<file path="src/core/atcc_pkg.sv">
// Package: register map, field layout and encodings for the capture/compare
package atcc_pkg;
	localparam int NCH     = 3;
	localparam int VAL_W   = 10;
	localparam int DATA_W  = 32;
	localparam int ADDR_W  = 12;
	localparam int SEL_W   = 3;

	// Register byte offsets, channel registers step by CH_STRIDE
	localparam logic [ADDR_W-1:0] OFF_VAL_HIGH  = 12'h000;
	localparam logic [ADDR_W-1:0] OFF_VAL_LOW   = 12'h004;
	localparam logic [ADDR_W-1:0] OFF_CONTROL   = 12'h008;
	localparam logic [ADDR_W-1:0] OFF_SRC_SEL   = 12'h00C;
	localparam logic [ADDR_W-1:0] CH_STRIDE     = 12'h010;
	localparam logic [ADDR_W-1:0] OFF_INT_EN    = 12'h040;
	localparam logic [ADDR_W-1:0] OFF_INT_FLAGS = 12'h044;

	// Control register bit positions
	localparam int CTL_MODE_BIT = 0;
	localparam int CTL_CAPP_BIT = 3;
	localparam int CTL_POL_BIT  = 4;
	localparam int CTL_EN_BIT   = 7;
	localparam logic [7:0] CTL_MASK = 8'h99;

	localparam logic [7:0] CTL_RESET = 8'h00;
	localparam logic [SEL_W-1:0] SEL_RESET = 3'h0;
	localparam logic [VAL_W-1:0] VAL_RESET = 10'h000;
	localparam logic [NCH-1:0] FLAG_RESET = 3'h0;

	// Capture source codes
	localparam logic [SEL_W-1:0] SRC_PIN  = 3'h0;
	localparam logic [SEL_W-1:0] SRC_CMP1 = 3'h1;
	localparam logic [SEL_W-1:0] SRC_CMP2 = 3'h2;
	localparam logic [SEL_W-1:0] SRC_LC1  = 3'h3;
	localparam logic [SEL_W-1:0] SRC_LC2  = 3'h4;
	localparam logic [SEL_W-1:0] SRC_LC3  = 3'h5;
	localparam logic [SEL_W-1:0] SRC_LC4  = 3'h6;
	localparam logic [SEL_W-1:0] SRC_WG   = 3'h7;
endpackage : atcc_pkg

</file>
<file path="src/core/atcc_channel.sv">
// One capture/compare channel: source mux, edge detect, value and output
`timescale 1ns/1ps
`default_nettype none
module atcc_channel
	import atcc_pkg::*;
(
	input  wire logic                   pclk,
	input  wire logic                   presetn,
	input  wire logic [7:0]             control,
	input  wire logic [atcc_pkg::SEL_W-1:0] src_sel,
	input  wire logic [7:0]             sources,
	input  wire logic [atcc_pkg::VAL_W-1:0] phase_counter,
	input  wire logic                   wr_high,
	input  wire logic                   wr_low,
	input  wire logic [7:0]             wdata,
	output logic [atcc_pkg::VAL_W-1:0]  channel_value,
	output logic                        event_pulse,
	output logic                        channel_output
);
	logic [1:0]            high_hold_reg;
	logic                  src_prev_reg;
	logic                  src_now;
	logic                  enable, capture_mode, edge_fall, out_pol;
	logic                  capture_hit, compare_hit;
	logic                  match_prev_reg;
	logic                  active_reg;

	assign enable       = control[CTL_EN_BIT];
	assign capture_mode = control[CTL_MODE_BIT];
	assign edge_fall    = control[CTL_CAPP_BIT];
	assign out_pol      = control[CTL_POL_BIT];

	assign src_now = sources[src_sel];

	always_ff @(posedge pclk or negedge presetn) begin
		if (!presetn) begin
			src_prev_reg <= 1'b0;
		end else begin
			src_prev_reg <= src_now;
		end
	end

	assign capture_hit = enable && capture_mode &&
		(edge_fall ? (src_prev_reg && !src_now) : (!src_prev_reg && src_now));

	// match only on arrival, so a parked phase raises one event
	assign compare_hit = enable && !capture_mode &&
		(phase_counter == channel_value) && !match_prev_reg;

	always_ff @(posedge pclk or negedge presetn) begin
		if (!presetn) begin
			match_prev_reg <= 1'b0;
		end else begin
			match_prev_reg <= enable && !capture_mode &&
				(phase_counter == channel_value);
		end
	end

	// high byte held until low write
	always_ff @(posedge pclk or negedge presetn) begin
		if (!presetn) begin
			high_hold_reg <= VAL_RESET[VAL_W-1:8];
		end else if (wr_high) begin
			high_hold_reg <= wdata[1:0];
		end
	end

	// capture load, software writes only in compare mode
	always_ff @(posedge pclk or negedge presetn) begin
		if (!presetn) begin
			channel_value <= VAL_RESET;
		end else if (capture_hit) begin
			channel_value <= phase_counter;
		end else if (wr_low && !capture_mode) begin
			channel_value <= {high_hold_reg, wdata};
		end
	end

	assign event_pulse = capture_hit || compare_hit;

	always_ff @(posedge pclk or negedge presetn) begin
		if (!presetn) begin
			active_reg <= 1'b0;
		end else begin
			active_reg <= event_pulse;
		end
	end

	assign channel_output = active_reg ^ out_pol;
endmodule : atcc_channel
`default_nettype wire

</file>
<file path="src/core/atcc_top.sv">
// Angular timer capture/compare block with APB register slave
//
// The APB slave port and the address map are this design's own decisions.
`timescale 1ns/1ps
`default_nettype none
module atcc_top
	import atcc_pkg::*;
(
	input  wire logic                        pclk,
	input  wire logic                        presetn,
	input  wire logic                        psel,
	input  wire logic                        penable,
	input  wire logic                        pwrite,
	input  wire logic [atcc_pkg::ADDR_W-1:0] paddr,
	input  wire logic [atcc_pkg::DATA_W-1:0] pwdata,
	output logic      [atcc_pkg::DATA_W-1:0] prdata,
	output logic                             pready,
	output logic                             pslverr,
	input  wire logic [atcc_pkg::VAL_W-1:0]  phase_counter,
	input  wire logic [atcc_pkg::NCH-1:0]    channel_capture_pin,
	input  wire logic                        comparator_one_synced,
	input  wire logic                        comparator_two_synced,
	input  wire logic                        logic_cell_one_output,
	input  wire logic                        logic_cell_two_output,
	input  wire logic                        logic_cell_three_output,
	input  wire logic                        logic_cell_four_output,
	input  wire logic                        waveform_generator_event,
	output logic      [atcc_pkg::NCH-1:0]    channel_output,
	output logic                             irq
);
	import atcc_pkg::*;

	typedef enum logic [2:0] {
		ATCC_HIGH, ATCC_LOW, ATCC_CTL, ATCC_SEL, ATCC_NONE
	} atcc_field_t;

	logic [7:0]       control_reg [NCH];
	logic [SEL_W-1:0] src_sel_reg [NCH];
	logic [NCH-1:0]   flag_reg;
	logic [NCH-1:0]   flag_enable_reg;
	logic [VAL_W-1:0] value [NCH];
	logic [NCH-1:0]   event_pulse;
	logic [NCH-1:0]   wr_high, wr_low;
	logic             wr_en, rd_ok;
	logic [DATA_W-1:0] rdata_next;

	// Returns the field of a channel-window address
	function automatic atcc_field_t field_of(input logic [ADDR_W-1:0] a,
		input int ch);
		logic [ADDR_W-1:0] base;
		base = CH_STRIDE * ADDR_W'(ch);
		if (a == base + OFF_VAL_HIGH) field_of = ATCC_HIGH;
		else if (a == base + OFF_VAL_LOW) field_of = ATCC_LOW;
		else if (a == base + OFF_CONTROL) field_of = ATCC_CTL;
		else if (a == base + OFF_SRC_SEL) field_of = ATCC_SEL;
		else field_of = ATCC_NONE;
	endfunction : field_of

	// Zero-wait slave; writes commit on the access cycle
	assign pready = 1'b1;
	assign wr_en  = psel && penable && pwrite;

	always_comb begin
		rd_ok = (paddr == OFF_INT_EN) || (paddr == OFF_INT_FLAGS);
		for (int c = 0; c < NCH; c++) begin
			if (field_of(paddr, c) != ATCC_NONE) rd_ok = 1'b1;
		end
	end
	assign pslverr = psel && penable && !rd_ok;

	genvar g;
	generate
		for (g = 0; g < NCH; g++) begin : g_ch
			logic [7:0] srcs;
			assign srcs = {waveform_generator_event, logic_cell_four_output,
				logic_cell_three_output, logic_cell_two_output,
				logic_cell_one_output, comparator_two_synced,
				comparator_one_synced, channel_capture_pin[g]};
			assign wr_high[g] = wr_en && field_of(paddr, g) == ATCC_HIGH;
			assign wr_low[g]  = wr_en && field_of(paddr, g) == ATCC_LOW;

			always_ff @(posedge pclk or negedge presetn) begin
				if (!presetn) begin
					control_reg[g] <= CTL_RESET;
				end else if (wr_en && field_of(paddr, g) == ATCC_CTL) begin
					control_reg[g] <= pwdata[7:0] & CTL_MASK;
				end
			end

			always_ff @(posedge pclk or negedge presetn) begin
				if (!presetn) begin
					src_sel_reg[g] <= SEL_RESET;
				end else if (wr_en && field_of(paddr, g) == ATCC_SEL) begin
					src_sel_reg[g] <= pwdata[SEL_W-1:0];
				end
			end

			atcc_channel u_ch (
				.pclk           (pclk),
				.presetn        (presetn),
				.control        (control_reg[g]),
				.src_sel        (src_sel_reg[g]),
				.sources        (srcs),
				.phase_counter  (phase_counter),
				.wr_high        (wr_high[g]),
				.wr_low         (wr_low[g]),
				.wdata          (pwdata[7:0]),
				.channel_value  (value[g]),
				.event_pulse    (event_pulse[g]),
				.channel_output (channel_output[g])
			);
		end
	endgenerate

	always_ff @(posedge pclk or negedge presetn) begin
		if (!presetn) begin
			flag_enable_reg <= FLAG_RESET;
		end else if (wr_en && paddr == OFF_INT_EN) begin
			flag_enable_reg <= pwdata[NCH-1:0];
		end
	end

	// sticky flags, write one clears, set wins
	always_ff @(posedge pclk or negedge presetn) begin
		if (!presetn) begin
			flag_reg <= FLAG_RESET;
		end else if (wr_en && paddr == OFF_INT_FLAGS) begin
			flag_reg <= (flag_reg & ~pwdata[NCH-1:0]) | event_pulse;
		end else begin
			flag_reg <= flag_reg | event_pulse;
		end
	end

	assign irq = |(flag_reg & flag_enable_reg);

	// Read mux, unused bits zero
	always_comb begin
		rdata_next = '0;
		if (paddr == OFF_INT_EN) begin
			rdata_next[NCH-1:0] = flag_enable_reg;
		end else if (paddr == OFF_INT_FLAGS) begin
			rdata_next[NCH-1:0] = flag_reg;
		end
		for (int c = 0; c < NCH; c++) begin
			case (field_of(paddr, c))
				ATCC_HIGH: rdata_next[1:0] = value[c][VAL_W-1:8];
				ATCC_LOW:  rdata_next[7:0] = value[c][7:0];
				ATCC_CTL:  rdata_next[7:0] = control_reg[c];
				ATCC_SEL:  rdata_next[SEL_W-1:0] = src_sel_reg[c];
				default: ;
			endcase
		end
	end

	// Read data registered in setup phase, stable through access
	always_ff @(posedge pclk or negedge presetn) begin
		if (!presetn) begin
			prdata <= '0;
		end else if (psel && !penable && !pwrite) begin
			prdata <= rdata_next;
		end
	end
endmodule : atcc_top
`default_nettype wire

</file>
<file path="config.mk">
export PLATFORM = sky130hd
export DESIGN_NAME = atcc_top
export DESIGN_NICKNAME = d
export VERILOG_FILES = /design/src/core/atcc_pkg.sv /design/src/core/atcc_channel.sv /design/src/core/atcc_top.sv
export SDC_FILE = /design/constraint.sdc
export NUM_CORES = 1
export LEC_CHECK = 0
export BUFFER_PORTS_ARGS = -buffer_cell sky130_fd_sc_hd__buf_2
export CORE_UTILIZATION = 25
export DETAILED_ROUTE_END_ITERATION = 10
export REMOVE_ABC_BUFFERS = 1
export SETUP_SLACK_MARGIN = 0.1
export SYNTH_ARGS = -nofsm -noshare
export SYNTH_HDL_FRONTEND = slang
export SYNTH_SLANG_ARGS = --single-unit
</file>
<file path="constraint.sdc">
create_clock -name pclk -period 1.9 [get_ports pclk]
set_input_delay 0.095 -clock pclk [delete_from_list [all_inputs] [get_ports pclk]]
set_output_delay 0.095 -clock pclk [all_outputs]
set_load 0.005 [all_outputs]
</file>
==> impl_metrics.py, run 1 <==
metrics = {
    "status": {
        "result_of_the_run": "finished with violations",
        "violated_checks": "negative setup slack",
    },
    "critical_path": {
        "worstSetupStartpointType": "flop",
        "critical_path_peak_fanout": 6,
        "crit_required_ps": 2130,
        "endpoint_kind": "flop",
        "crit-reg2reg-launch": "src_sel_reg[0]",
        "cp.arrival_ps": 2260,
        "worst-r2r-setup-slack_ps": -130,
        "worst-setup-path-type": "flop to flop",
        "rr_worst_depth": 7,
        "crit_reg_reg_endpoint": "g_ch[2].u_ch.channel_value[3]",
    },
    "power_and_ir_drop": {
        "power.leakage_nw": 2.80,
        "power.density_mw_per_mm2": 693,
        "vdd_ir_drop_max_mv": 0.298,
        "power_after_layout_mw": 4.11,
    },
    "clock_network": {
        "tritoncts_clock_tree": "built",
        "cts_buffer_depth": 2,
        "clkLatencyLatePin_ps": 340,
        "htreeDepth": 3,
        "clock_transition_at_the_register_clock_pins_on_the_worst_setup_and_hold_paths_after_cts_ps": 60,
        "cts.sink_count": 80,
        "cts_buffers": 9,
        "cts-root-buf": "sky130_fd_sc_hd__clkbuf_16",
    },
    "timing": {
        "fin_worst_hold_slack_ps": 106,
        "max_slew_margin": 0.609,
        "final_critical_path_setup_slack_ps": -134,
        "min_cycle_time_layout_ps": 2030,
        "finalSetupViolCount": 34,
        "timing.clock.skew_ps": 6.82,
        "tightestPinTransition_ps": 582,
        "rsz0062_at_grt": "yes",
        "final-hold-violation-count": 0,
        "fin_tns_setup_ps": -3210,
        "slew_viol_final": 0,
        "timing.final.crit_share": 1.07,
        "fmax_mhz": 492,
    },
    "die": {
        "ios": 107,
        "dieHeight_um": 140,
        "rows": 50,
        "core_area_mm2": 0.0187,
        "floorplan.die_area_mm2": 0.0196,
        "start_util": 0.255,
        "die_x_um": 140,
    },
    "layout": {
        "largest_register_ff_count": 30,
        "syn2layout_area_growth_pct": 24.6,
        "antenna_cells_inserted": 0,
        "nets": 592,
        "post_route_cells_drive_above_1_share": 0.347,
    },
    "global_routing": {
        "grt-ovfl-total": 0,
        "first_global_vias": 4043,
        "maximum_number_of_pins_on_one_net_before_global_route_repair": 36,
        "antenna_found_initial": 0,
        "global_route_wire_length_before_repair_um": 23200,
        "grtUsageTotal": 0.157,
    },
    "placement": {
        "placement.io_buffers": 57,
        "dp_worst_setup_slack_ps": -225,
        "dp_hpwl_um": 11400,
        "gp_congestion": 0.909,
    },
    "logic_synthesis": {
        "synthDominantAreaCellType": "sky130_fd_sc_hd__dfrtp_1",
        "yosysWarnings": 0,
        "netlist_top_cells_count": "sky130_fd_sc_hd__dfrtp_1, sky130_fd_sc_hd__a21o_1, sky130_fd_sc_hd__xor2_1",
        "post_synth_and_or_nand_nor_area_fraction": 0.119,
        "average_cell_area_after_synthesis_um2": 11.0,
        "netlist_area_mm2": 0.00476,
        "synth_top_area_frac": 0.420,
        "sequential_fraction_of_the_synthesis_area": 0.420,
        "muxShareOfSynthArea": 0.129,
        "synth-xor-area-share": 0.0607,
        "number_of_enable_flip_flop_cells_after_synthesis": 0,
        "synth_top_family_by_area": "compound AO/OA/AOI/OAI gates",
        "postSynth.topFlopCell": "sky130_fd_sc_hd__dfrtp_1",
        "biggest_area_contributors_in_the_synthesized_netlist": "sky130_fd_sc_hd__dfrtp_1, sky130_fd_sc_hd__mux2_2, sky130_fd_sc_hd__xor2_1",
        "postSynthCellCount": 434,
        "synth_compound_area_frac": 0.185,
        "postSynth.asyncResetShare": 1.00,
        "postSynthRegisterBits": 80,
        "synth_adder_area_share": 0,
        "yosysMostFrequentCell": "sky130_fd_sc_hd__dfrtp_1",
        "yosys.cell_types.count": 54,
    },
    "min_path": {
        "worst_hold_path.num_cells": 3,
        "hold_path.startpoint": "pwdata[7]",
        "worstHoldEndpoint": "control_reg[15]",
        "timing.hold.worst.class": "input port to flop",
    },
    "detailed_routing": {
        "wl_per_cell_um": 19.3,
        "vias": 3847,
        "drt-total-wl_um": 14700,
        "drtPass1Iterations": 5,
        "drc_errors": 0,
        "vias_per_cell": 5.06,
        "drt_first_iter_violations": 303,
        "route.antenna.remaining_nets": 0,
    },
    "job": {
        "maxCapViolCount": 0,
    },
}
-- metrics by stage --
step / cell area [um2] / util / std cells
3_3_place_gp: 5490 / 0.293 / 741
2_1_floorplan: 4480 / - / 400
6_report: 5930 / 0.317 / 761
3_5_place_dp: 5490 / 0.293 / 741
5_1_grt: 5930 / 0.317 / 761
4_1_cts: 5930 / 0.317 / 761
-- repair_timing --
action,CTS,global route
pin swaps,52,9
resized for setup,26,1
buffers inserted,4,0
hold buffers,1,0
endpoints found under the hold margin,33,0
cloned,0,0
setup endpoints to repair,36,37
-- cell families (layout without fill, tap and decap cells) --
| family | after synthesis | in the layout |
|---|---|---|
| buffers and inverters | 67 | 137 |
| flip-flops | 80 | 80 |
| multiplexers | 46 | 46 |
| other | 2 | 25 |
| AO/OA/AOI/OAI | 113 | 113 |
| AND/OR/NAND/NOR | 93 | 93 |
| XOR/XNOR | 33 | 33 |
-- power breakdown --
| part | internal (mW) | leakage, nW | switching, mW | total (mW) |
|---|---|---|---|---|
| Sequential | 1.76 | 1.00 | 0.0607 | 1.82 |
| Clock | 1.21 | 0.159 | 0.654 | 1.87 |
| Combinational | 0.173 | 1.63 | 0.251 | 0.424 |
-- area by class of cell --
cell class	instances	area, um2
fillers	1895	12800
multi-input cells	310	2490
flip-flops and latches	80	2000
repair buffers	112	791
well taps	234	293
clock buffers	12	256
clock inverters	3	65.1
inverters	10	37.5
-- layer usage --
layer,track usage,share of wire,up-vias
met3,0.0229,0.060,41
met2,0.257,0.47,179
met1,0.199,0.42,1892
li1,-,-,1735
met5,0,0,-
met4,0.0862,0.047,0
-- critical path: stages (launching register included) --
cell and delay [ps]:
sky130_fd_sc_hd__dfrtp_1 400, sky130_fd_sc_hd__mux4_2 560, sky130_fd_sc_hd__mux2i_4 200, sky130_fd_sc_hd__mux2i_1 100
sky130_fd_sc_hd__buf_4 170, sky130_fd_sc_hd__buf_12 130, sky130_fd_sc_hd__a22o_1 200, sky130_fd_sc_hd__a21o_1 160
-- cell usage in the layout (no fill, tap or decap), types with 3 or more instances in the layout --
master,instances
sky130_fd_sc_hd__a21o_1,33
sky130_fd_sc_hd__a21oi_1,5
sky130_fd_sc_hd__a221oi_1,4
sky130_fd_sc_hd__a222oi_1,6
sky130_fd_sc_hd__a22o_1,30
sky130_fd_sc_hd__a22oi_1,4
sky130_fd_sc_hd__a31oi_1,4
sky130_fd_sc_hd__buf_12,4
sky130_fd_sc_hd__buf_2,56
sky130_fd_sc_hd__buf_4,41
sky130_fd_sc_hd__buf_6,10
sky130_fd_sc_hd__clkbuf_16,9
sky130_fd_sc_hd__conb_1,25
sky130_fd_sc_hd__dfrtp_1,80
sky130_fd_sc_hd__inv_1,10
sky130_fd_sc_hd__mux2_2,30
sky130_fd_sc_hd__mux2i_1,6
sky130_fd_sc_hd__mux4_2,7
sky130_fd_sc_hd__nand2_1,11
sky130_fd_sc_hd__nand2b_1,4
sky130_fd_sc_hd__nand3_1,19
sky130_fd_sc_hd__nand4_1,3
sky130_fd_sc_hd__nor2_1,24
sky130_fd_sc_hd__nor2_4,4
sky130_fd_sc_hd__nor3_1,3
sky130_fd_sc_hd__nor4_1,6
sky130_fd_sc_hd__nor4_4,3
sky130_fd_sc_hd__o21ai_0,10
sky130_fd_sc_hd__o32ai_1,3
sky130_fd_sc_hd__xor2_1,33
-- how the worst max path moves through the flow --
stage                    from                       endpoint  slack (ps)  cells after the start
2_1_floorplan  src_sel_reg[0]  g_ch[2].u_ch.channel_value[0]        -370                      5
3_3_place_gp   src_sel_reg[6]  g_ch[0].u_ch.channel_value[7]        -240                      7
3_5_place_dp   src_sel_reg[6]  g_ch[0].u_ch.channel_value[3]        -220                      7
4_1_cts        src_sel_reg[0]  g_ch[2].u_ch.channel_value[3]        -120                      7
5_1_grt        src_sel_reg[0]  g_ch[2].u_ch.channel_value[9]        -230                      7
6_report       src_sel_reg[0]  g_ch[2].u_ch.channel_value[3]        -130                      7
Power figures use the tool's default switching activity.
==> inputs of run 2 (changes only) <==
--- a/config.mk
+++ b/config.mk
@@ -5,11 +5,13 @@
 export SDC_FILE = /design/constraint.sdc
 export NUM_CORES = 1
 export LEC_CHECK = 0
+export ABC_AREA = 1
 export BUFFER_PORTS_ARGS = -buffer_cell sky130_fd_sc_hd__buf_2
 export CORE_UTILIZATION = 25
 export DETAILED_ROUTE_END_ITERATION = 10
 export REMOVE_ABC_BUFFERS = 1
 export SETUP_SLACK_MARGIN = 0.1
+export SKIP_CTS_REPAIR_TIMING = 1
 export SYNTH_ARGS = -nofsm -noshare
 export SYNTH_HDL_FRONTEND = slang
 export SYNTH_SLANG_ARGS = --single-unit
==> run 2 against run 1 <==
  * The flow now finishes without violations
  * Sequential share of layout area shrank 1.2 points
  * Synthesized area is 11% higher
  * Power fell by 3.4%
  * Sequential power is 5% lower
  * Synthesized cell count increased by 68%
  * Design area increased by 3.8%
  * Largest power group unchanged
  * Combinational power decreased by 11%
  * Global-route usage up 0.38 points
  * Flip-flop and latch count stayed put
  * Critical endpoint is now g_ch[2].u_ch.channel_value[4]
  * Worst hold slack worse by 86 ps
  * Critical path type unchanged
==> impl_metrics.py, run 2 <==
metrics = {
    "status": {
        "result_of_the_run": "finished clean",
    },
    "logic_synthesis": {
        "postSynthCellCount": 727,
        "average_cell_area_after_synthesis_um2": 7.25,
        "postSynthRegisterBits": 80,
        "yosysWarnings": 0,
        "postSynth.topFlopCell": "sky130_fd_sc_hd__dfrtp_1",
        "number_of_enable_flip_flop_cells_after_synthesis": 0,
        "synth_top_area_frac": 0.380,
        "yosys.cell_types.count": 41,
        "synthDominantAreaCellType": "sky130_fd_sc_hd__dfrtp_1",
        "netlist_area_mm2": 0.00527,
        "netlist_top_cells_count": "sky130_fd_sc_hd__nand2_1, sky130_fd_sc_hd__nand3_1, sky130_fd_sc_hd__dfrtp_1",
        "postSynth.asyncResetShare": 1.00,
        "biggest_area_contributors_in_the_synthesized_netlist": "sky130_fd_sc_hd__dfrtp_1, sky130_fd_sc_hd__nand2_1, sky130_fd_sc_hd__nand3_1",
        "sequential_fraction_of_the_synthesis_area": 0.380,
        "yosysMostFrequentCell": "sky130_fd_sc_hd__nand2_1",
    },
    "placement": {
        "dp_cells": 1047,
        "gp_congestion": 0.906,
        "dp_hpwl_um": 13300,
        "placement.io_buffers": 57,
        "postPlaceCellArea_mm2": 0.00579,
    },
    "die": {
        "start_util": 0.258,
        "floorplan.die_area_mm2": 0.0217,
        "core_area_mm2": 0.0204,
        "ios": 107,
        "die_x_um": 147,
        "rows": 52,
        "dieHeight_um": 147,
    },
    "layout": {
        "num-fill-cells": 2255,
        "layout.cells.most_common": "sky130_fd_sc_hd__nand2_1",
        "post_route_cells_drive_above_1_share": 0.185,
        "mostFrequentLayoutCells": "sky130_fd_sc_hd__nand2_1, sky130_fd_sc_hd__nand3_1, sky130_fd_sc_hd__dfrtp_1",
        "fin_area_mm2": 0.00616,
        "stdcell_count": 1065,
        "antenna_cells_inserted": 0,
        "syn2layout_area_growth_pct": 16.8,
        "nets": 859,
        "largest_register_ff_count": 30,
    },
    "clock_network": {
        "cts_buffers": 9,
        "cts.sink_count": 80,
        "clkLatencyLatePin_ps": 350,
        "htreeDepth": 3,
        "clock_transition_at_the_register_clock_pins_on_the_worst_setup_and_hold_paths_after_cts_ps": 60,
        "cts_buffer_depth": 2,
        "cts-root-buf": "sky130_fd_sc_hd__clkbuf_16",
        "tritoncts_clock_tree": "built",
    },
    "global_routing": {
        "antenna_found_initial": 0,
        "grtUsageTotal": 0.161,
        "grt-ovfl-total": 0,
        "maximum_number_of_pins_on_one_net_before_global_route_repair": 58,
        "global_route_wire_length_before_repair_um": 26400,
        "first_global_vias": 4736,
    },
    "timing": {
        "timing.clock.skew_ps": 6.60,
        "rsz0062_at_grt": "yes",
        "fmax_mhz": 615,
        "final-hold-violation-count": 0,
        "min_cycle_time_layout_ps": 1630,
        "fin_tns_setup_ps": 0,
        "finalSetupViolCount": 0,
        "slew_viol_final": 0,
        "timing.final.crit_share": 0.856,
    },
    "power_and_ir_drop": {
        "power.net_switching_mw": 0.971,
        "vdd_ir_drop_max_mv": 0.252,
        "pwr-share-comb": 0.095,
        "power.share.switching": 0.245,
        "clk_pwr_share": 0.469,
        "power.internal_mw": 3.00,
        "power.leakage_nw": 3.03,
        "power_frac_seq": 0.436,
        "power.density_mw_per_mm2": 645,
    },
    "critical_path": {
        "critical_path_peak_fanout": 10,
        "timing.critical_path.cells": "clkbuf_2, nand2_1, o211ai_1, nand3_1, nand2_1, nand2_2, nand3_2, buf_4, nand3_1, nand3_1",
        "crit_slowest_cell": "sky130_fd_sc_hd__dfrtp_2",
        "cp.arrival_ps": 1860,
        "startpoint": "src_sel_reg[0]",
        "worst-setup-path-type": "flop to flop",
        "path_delay_family": "simple AND/OR/NAND/NOR gates",
        "cp_num_buf_inv": 2,
        "cpMostUsedCell": "sky130_fd_sc_hd__nand3_1",
        "crit-reg2reg-launch": "src_sel_reg[0]",
        "worstSetupStartpointType": "flop",
        "max_stage_delay_ps": 440,
        "endpoint_kind": "flop",
        "crit_required_ps": 2130,
    },
    "detailed_routing": {
        "drt-total-wl_um": 16900,
        "drt_first_iter_violations": 419,
        "vias_per_cell": 4.82,
        "vias": 5128,
        "drc_errors": 0,
        "wl_per_cell_um": 15.9,
        "drtPass1Iterations": 5,
        "route.antenna.remaining_nets": 0,
    },
    "min_path": {
        "hold_path.startpoint": "pwdata[6]",
        "timing.hold.worst.class": "input port to flop",
    },
    "job": {
        "maxCapViolCount": 0,
    },
}
-- run 2: changes by cell type after synthesis, sizes merged, moves of 21 or more --
cell	previous run	this run
a21o	33	0
a22o	31	0
inv	10	72
mux2	30	0
nand2	11	187
nand3	20	117
nand4	3	40
nor2	28	56
o21ai	10	48
xor2	33	12
-- run 2: worst reg2reg max path, stage by stage (launching register included) --
cell	delay (ps)
sky130_fd_sc_hd__dfrtp_2	440
sky130_fd_sc_hd__clkbuf_2	160
sky130_fd_sc_hd__nand2_1	80
sky130_fd_sc_hd__o211ai_1	80
sky130_fd_sc_hd__nand3_1	130
sky130_fd_sc_hd__nand2_1	90
sky130_fd_sc_hd__nand2_2	100
sky130_fd_sc_hd__nand3_2	100
sky130_fd_sc_hd__buf_4	190
sky130_fd_sc_hd__nand3_1	70
sky130_fd_sc_hd__nand3_1	70
-- run 2: path summary, 6_finish.rpt --
path | end | slack, ps | cells past startpoint
worst max-delay path | g_ch[2].u_ch.channel_value[4] | 270 | 10
worst min-delay path | g_ch[2].u_ch.channel_value[6] | 20 | 3
worst max register to register | g_ch[2].u_ch.channel_value[4] | 270 | 10
worst min register to register | prdata[1] | 470 | 2
max in group asynchronous | g_ch[1].u_ch.channel_value[9] | 1050 | 3
min in group asynchronous | g_ch[0].u_ch.src_prev_reg | 200 | 2
-- run 2: cells by family (layout without fill, tap and decap cells) --
kind of cell,after synthesis,count (layout),share of synthesized area
simple gates,431,431,0.393
xor+xnor,13,13,0.0216
buf+inv,130,175,0.128
compound gates,71,71,0.0765
other cells,2,25,0.00143
flops,80,80,0.380
-- run 2: per-stage QoR --
stage                     setup WS, ps  hold slack [ps]  total power [mW]   util
final                              274             20.0              3.97  0.301
after global routing              53.2             33.2              4.11  0.301
after CTS                          185             -338              3.98  0.299
after detailed placement           195             26.0              2.13  0.284
after global placement             209             24.3              2.13  0.284
after floorplan                    261             -201              1.91      -
-- run 2: power groups by stage --
stage / combinational, mW / sequential, mW / clock [mW]
2_1_floorplan: 0.148 / 1.76 / 0
3_3_place_gp: 0.370 / 1.76 / 0
3_5_place_dp: 0.372 / 1.76 / 0
4_1_cts: 0.373 / 1.73 / 1.88
5_1_grt: 0.416 / 1.73 / 1.96
6_report: 0.377 / 1.73 / 1.86
-- run 2: layout make-up --
cell class              count  area [um2]  share of cell area
repair buffers             85         510              0.0829
clock inverters             2        35.0             0.00569
multi-input cells         540        2700               0.439
flip-flops and latches     80        2000               0.326
inverters                  74         280              0.0455
clock buffers              14         284              0.0461
well taps                 270         338              0.0549
-- run 2: per-layer routing --
layer	vias up	routed length, um	share of wire	GRT usage
met3	14	990	0.059	0.0264
met1	2454	7850	0.46	0.224
met5	-	0	0	0
met2	170	7840	0.46	0.253
met4	0	218	0.013	0.0490
li1	2490	-	-	-
==> inputs of run 3 (changes only) <==
--- a/config.mk
+++ b/config.mk
@@ -7,8 +7,11 @@
 export LEC_CHECK = 0
 export ABC_AREA = 1
 export BUFFER_PORTS_ARGS = -buffer_cell sky130_fd_sc_hd__buf_2
+export CAP_MARGIN = 20
 export CORE_UTILIZATION = 25
+export CTS_CLUSTER_SIZE = 24
 export DETAILED_ROUTE_END_ITERATION = 10
+export GPL_TIMING_DRIVEN = 0
 export REMOVE_ABC_BUFFERS = 1
 export SETUP_SLACK_MARGIN = 0.1
 export SKIP_CTS_REPAIR_TIMING = 1
==> run 3 against run 2 <==
  * Via count shrank 0.35%
  * Core utilization up 0.57 points
  * Design area rose by 1.9%
  * Largest power group unchanged
  * Clock power grew 18%
  * Critical path depth fell by 5
  * Critical path type unchanged
  * Die area unchanged
==> impl_metrics.py, run 3 (synthesized netlist as in run 2, its figures left out) <==
metrics = {
    "layout": {
        "fin_area_mm2": 0.00627,
        "largest_register_ff_count": 30,
        "layout.cells.most_common": "sky130_fd_sc_hd__nand2_1",
        "post_route_cells_drive_above_1_share": 0.188,
        "stdcell_count": 1057,
        "mostFrequentLayoutCells": "sky130_fd_sc_hd__nand2_1, sky130_fd_sc_hd__nand3_1, sky130_fd_sc_hd__dfrtp_1",
        "syn2layout_area_growth_pct": 19.0,
        "antenna_cells_inserted": 0,
        "nets": 851,
        "num-fill-cells": 2244,
    },
    "placement": {
        "dp_cells": 1024,
        "dp_hpwl_um": 12900,
        "gp_congestion": 0.929,
        "placement.io_buffers": 57,
        "postPlaceCellArea_mm2": 0.00563,
    },
    "critical_path": {
        "cp_num_buf_inv": 1,
        "worstSetupStartpointType": "flop",
        "worst-setup-path-type": "flop to flop",
        "crit_required_ps": 2190,
        "timing.critical_path.cells": "nor3_1, nand3_2, clkinv_1, nand2_1, nand3_1",
        "path_delay_family": "simple AND/OR/NAND/NOR gates",
        "max_stage_delay_ps": 490,
        "crit_slowest_cell": "sky130_fd_sc_hd__dfrtp_1",
        "critical_path_peak_fanout": 11,
        "cp.arrival_ps": 2010,
        "endpoint_kind": "flop",
    },
    "min_path": {
        "timing.hold.worst.class": "input port to flop",
    },
    "die": {
        "dieHeight_um": 147,
        "floorplan.die_area_mm2": 0.0217,
        "core_area_mm2": 0.0204,
        "rows": 52,
        "die_x_um": 147,
        "start_util": 0.258,
        "ios": 107,
    },
    "clock_network": {
        "cts.sink_count": 80,
        "clkLatencyLatePin_ps": 360,
        "cts-root-buf": "sky130_fd_sc_hd__clkbuf_16",
        "clock_transition_at_the_register_clock_pins_on_the_worst_setup_and_hold_paths_after_cts_ps": 60,
        "cts_buffer_depth": 2,
        "cts_buffers": 9,
        "tritoncts_clock_tree": "built",
        "htreeDepth": 3,
    },
    "timing": {
        "min_cycle_time_layout_ps": 1720,
        "slew_viol_final": 0,
        "finalSetupViolCount": 0,
        "timing.clock.skew_ps": 7.86,
        "final-hold-violation-count": 0,
        "tightestPinTransition_ps": 630,
        "rsz0062_at_grt": "no",
        "max_slew_margin": 0.578,
        "timing.final.crit_share": 0.905,
        "fmax_mhz": 581,
    },
    "power_and_ir_drop": {
        "vdd_ir_drop_max_mv": 0.340,
        "power_frac_seq": 0.400,
        "power.leakage_nw": 3.01,
        "clk_pwr_share": 0.508,
        "pwr-share-comb": 0.092,
        "power.internal_mw": 3.30,
        "power.share.switching": 0.238,
        "power.net_switching_mw": 1.03,
        "power.density_mw_per_mm2": 690,
    },
    "detailed_routing": {
        "drt_first_iter_violations": 452,
        "drtPass1Iterations": 5,
        "route.antenna.remaining_nets": 0,
        "drc_errors": 0,
        "drt-total-wl_um": 17300,
        "vias_per_cell": 4.83,
        "vias": 5110,
        "wl_per_cell_um": 16.4,
    },
    "global_routing": {
        "antenna_found_initial": 0,
        "grtUsageTotal": 0.161,
        "maximum_number_of_pins_on_one_net_before_global_route_repair": 64,
        "global_route_wire_length_before_repair_um": 26400,
        "grt-ovfl-total": 0,
        "first_global_vias": 4690,
    },
    "job": {
        "maxCapViolCount": 0,
    },
    "status": {
        "result_of_the_run": "finished clean",
    },
}
## run 3: changes by cell type in the layout (fill, tap and decap cells not counted), sizes merged, moves of 2 or more
cell,delta
clkinv,-2
buf,-11
clkinvlp,+2
clkbuf,-4
bufinv,+3
nand3,+3
## run 3: worst paths after layout
check	slack, ps	start	depth (start not counted)	end
max	180	control_reg[8]	5	g_ch[1].u_ch.channel_value[5]
min	20	pwdata[6]	3	g_ch[1].u_ch.channel_value[6]
max reg2reg	180	control_reg[8]	5	g_ch[1].u_ch.channel_value[5]
min reg2reg	480	prdata[1]	2	prdata[1]
max in group asynchronous	1130	presetn	3	g_ch[0].u_ch.channel_value[4]
min in group asynchronous	160	presetn	2	g_ch[0].u_ch.src_prev_reg
## run 3: area by class of cell
cell class | instances | area (um2) | share of cell area
clock buffers | 11 | 243 | 0.0387
clock inverters | 5 | 128 | 0.0203
inverters | 74 | 284 | 0.0453
multi-input cells | 544 | 2840 | 0.453
flip-flops and latches | 80 | 2010 | 0.320
well taps | 270 | 338 | 0.0539
repair buffers | 73 | 434 | 0.0692
## run 3: through the flow
stage                     hold slack (ps)   util  worst slack, ps  TNS, ps  total power, mW
after detailed placement            -5.36  0.276             -316    -7450             2.12
after global placement                377  0.273             -783   -18260             2.11
after CTS                            -386  0.294             -324    -7930             4.31
after floorplan                      -201      -              261        0             1.91
after global routing                 35.4  0.307             96.2        0             4.46
final                                17.0  0.307              180        0             4.33
## run 3: tightest hold or removal path: stages
cell and delay [ps]:
sky130_fd_sc_hd__buf_2 120, sky130_fd_sc_hd__nand2_1 60, sky130_fd_sc_hd__nand3_1 70
## run 3: power by group through the flow
stage | clock, mW | combinational [mW] | sequential (mW)
CTS | 2.22 | 0.358 | 1.73
floorplan | 0 | 0.148 | 1.76
detailed placement | 0 | 0.356 | 1.76
global route | 2.29 | 0.435 | 1.73
finish | 2.20 | 0.397 | 1.73
global placement | 0 | 0.347 | 1.76
## run 3: layer usage
metal,global-route usage,routed length [um]
met5,0,0
met4,0.0619,381
met3,0.0394,1320
met2,0.249,7990
met1,0.216,7650
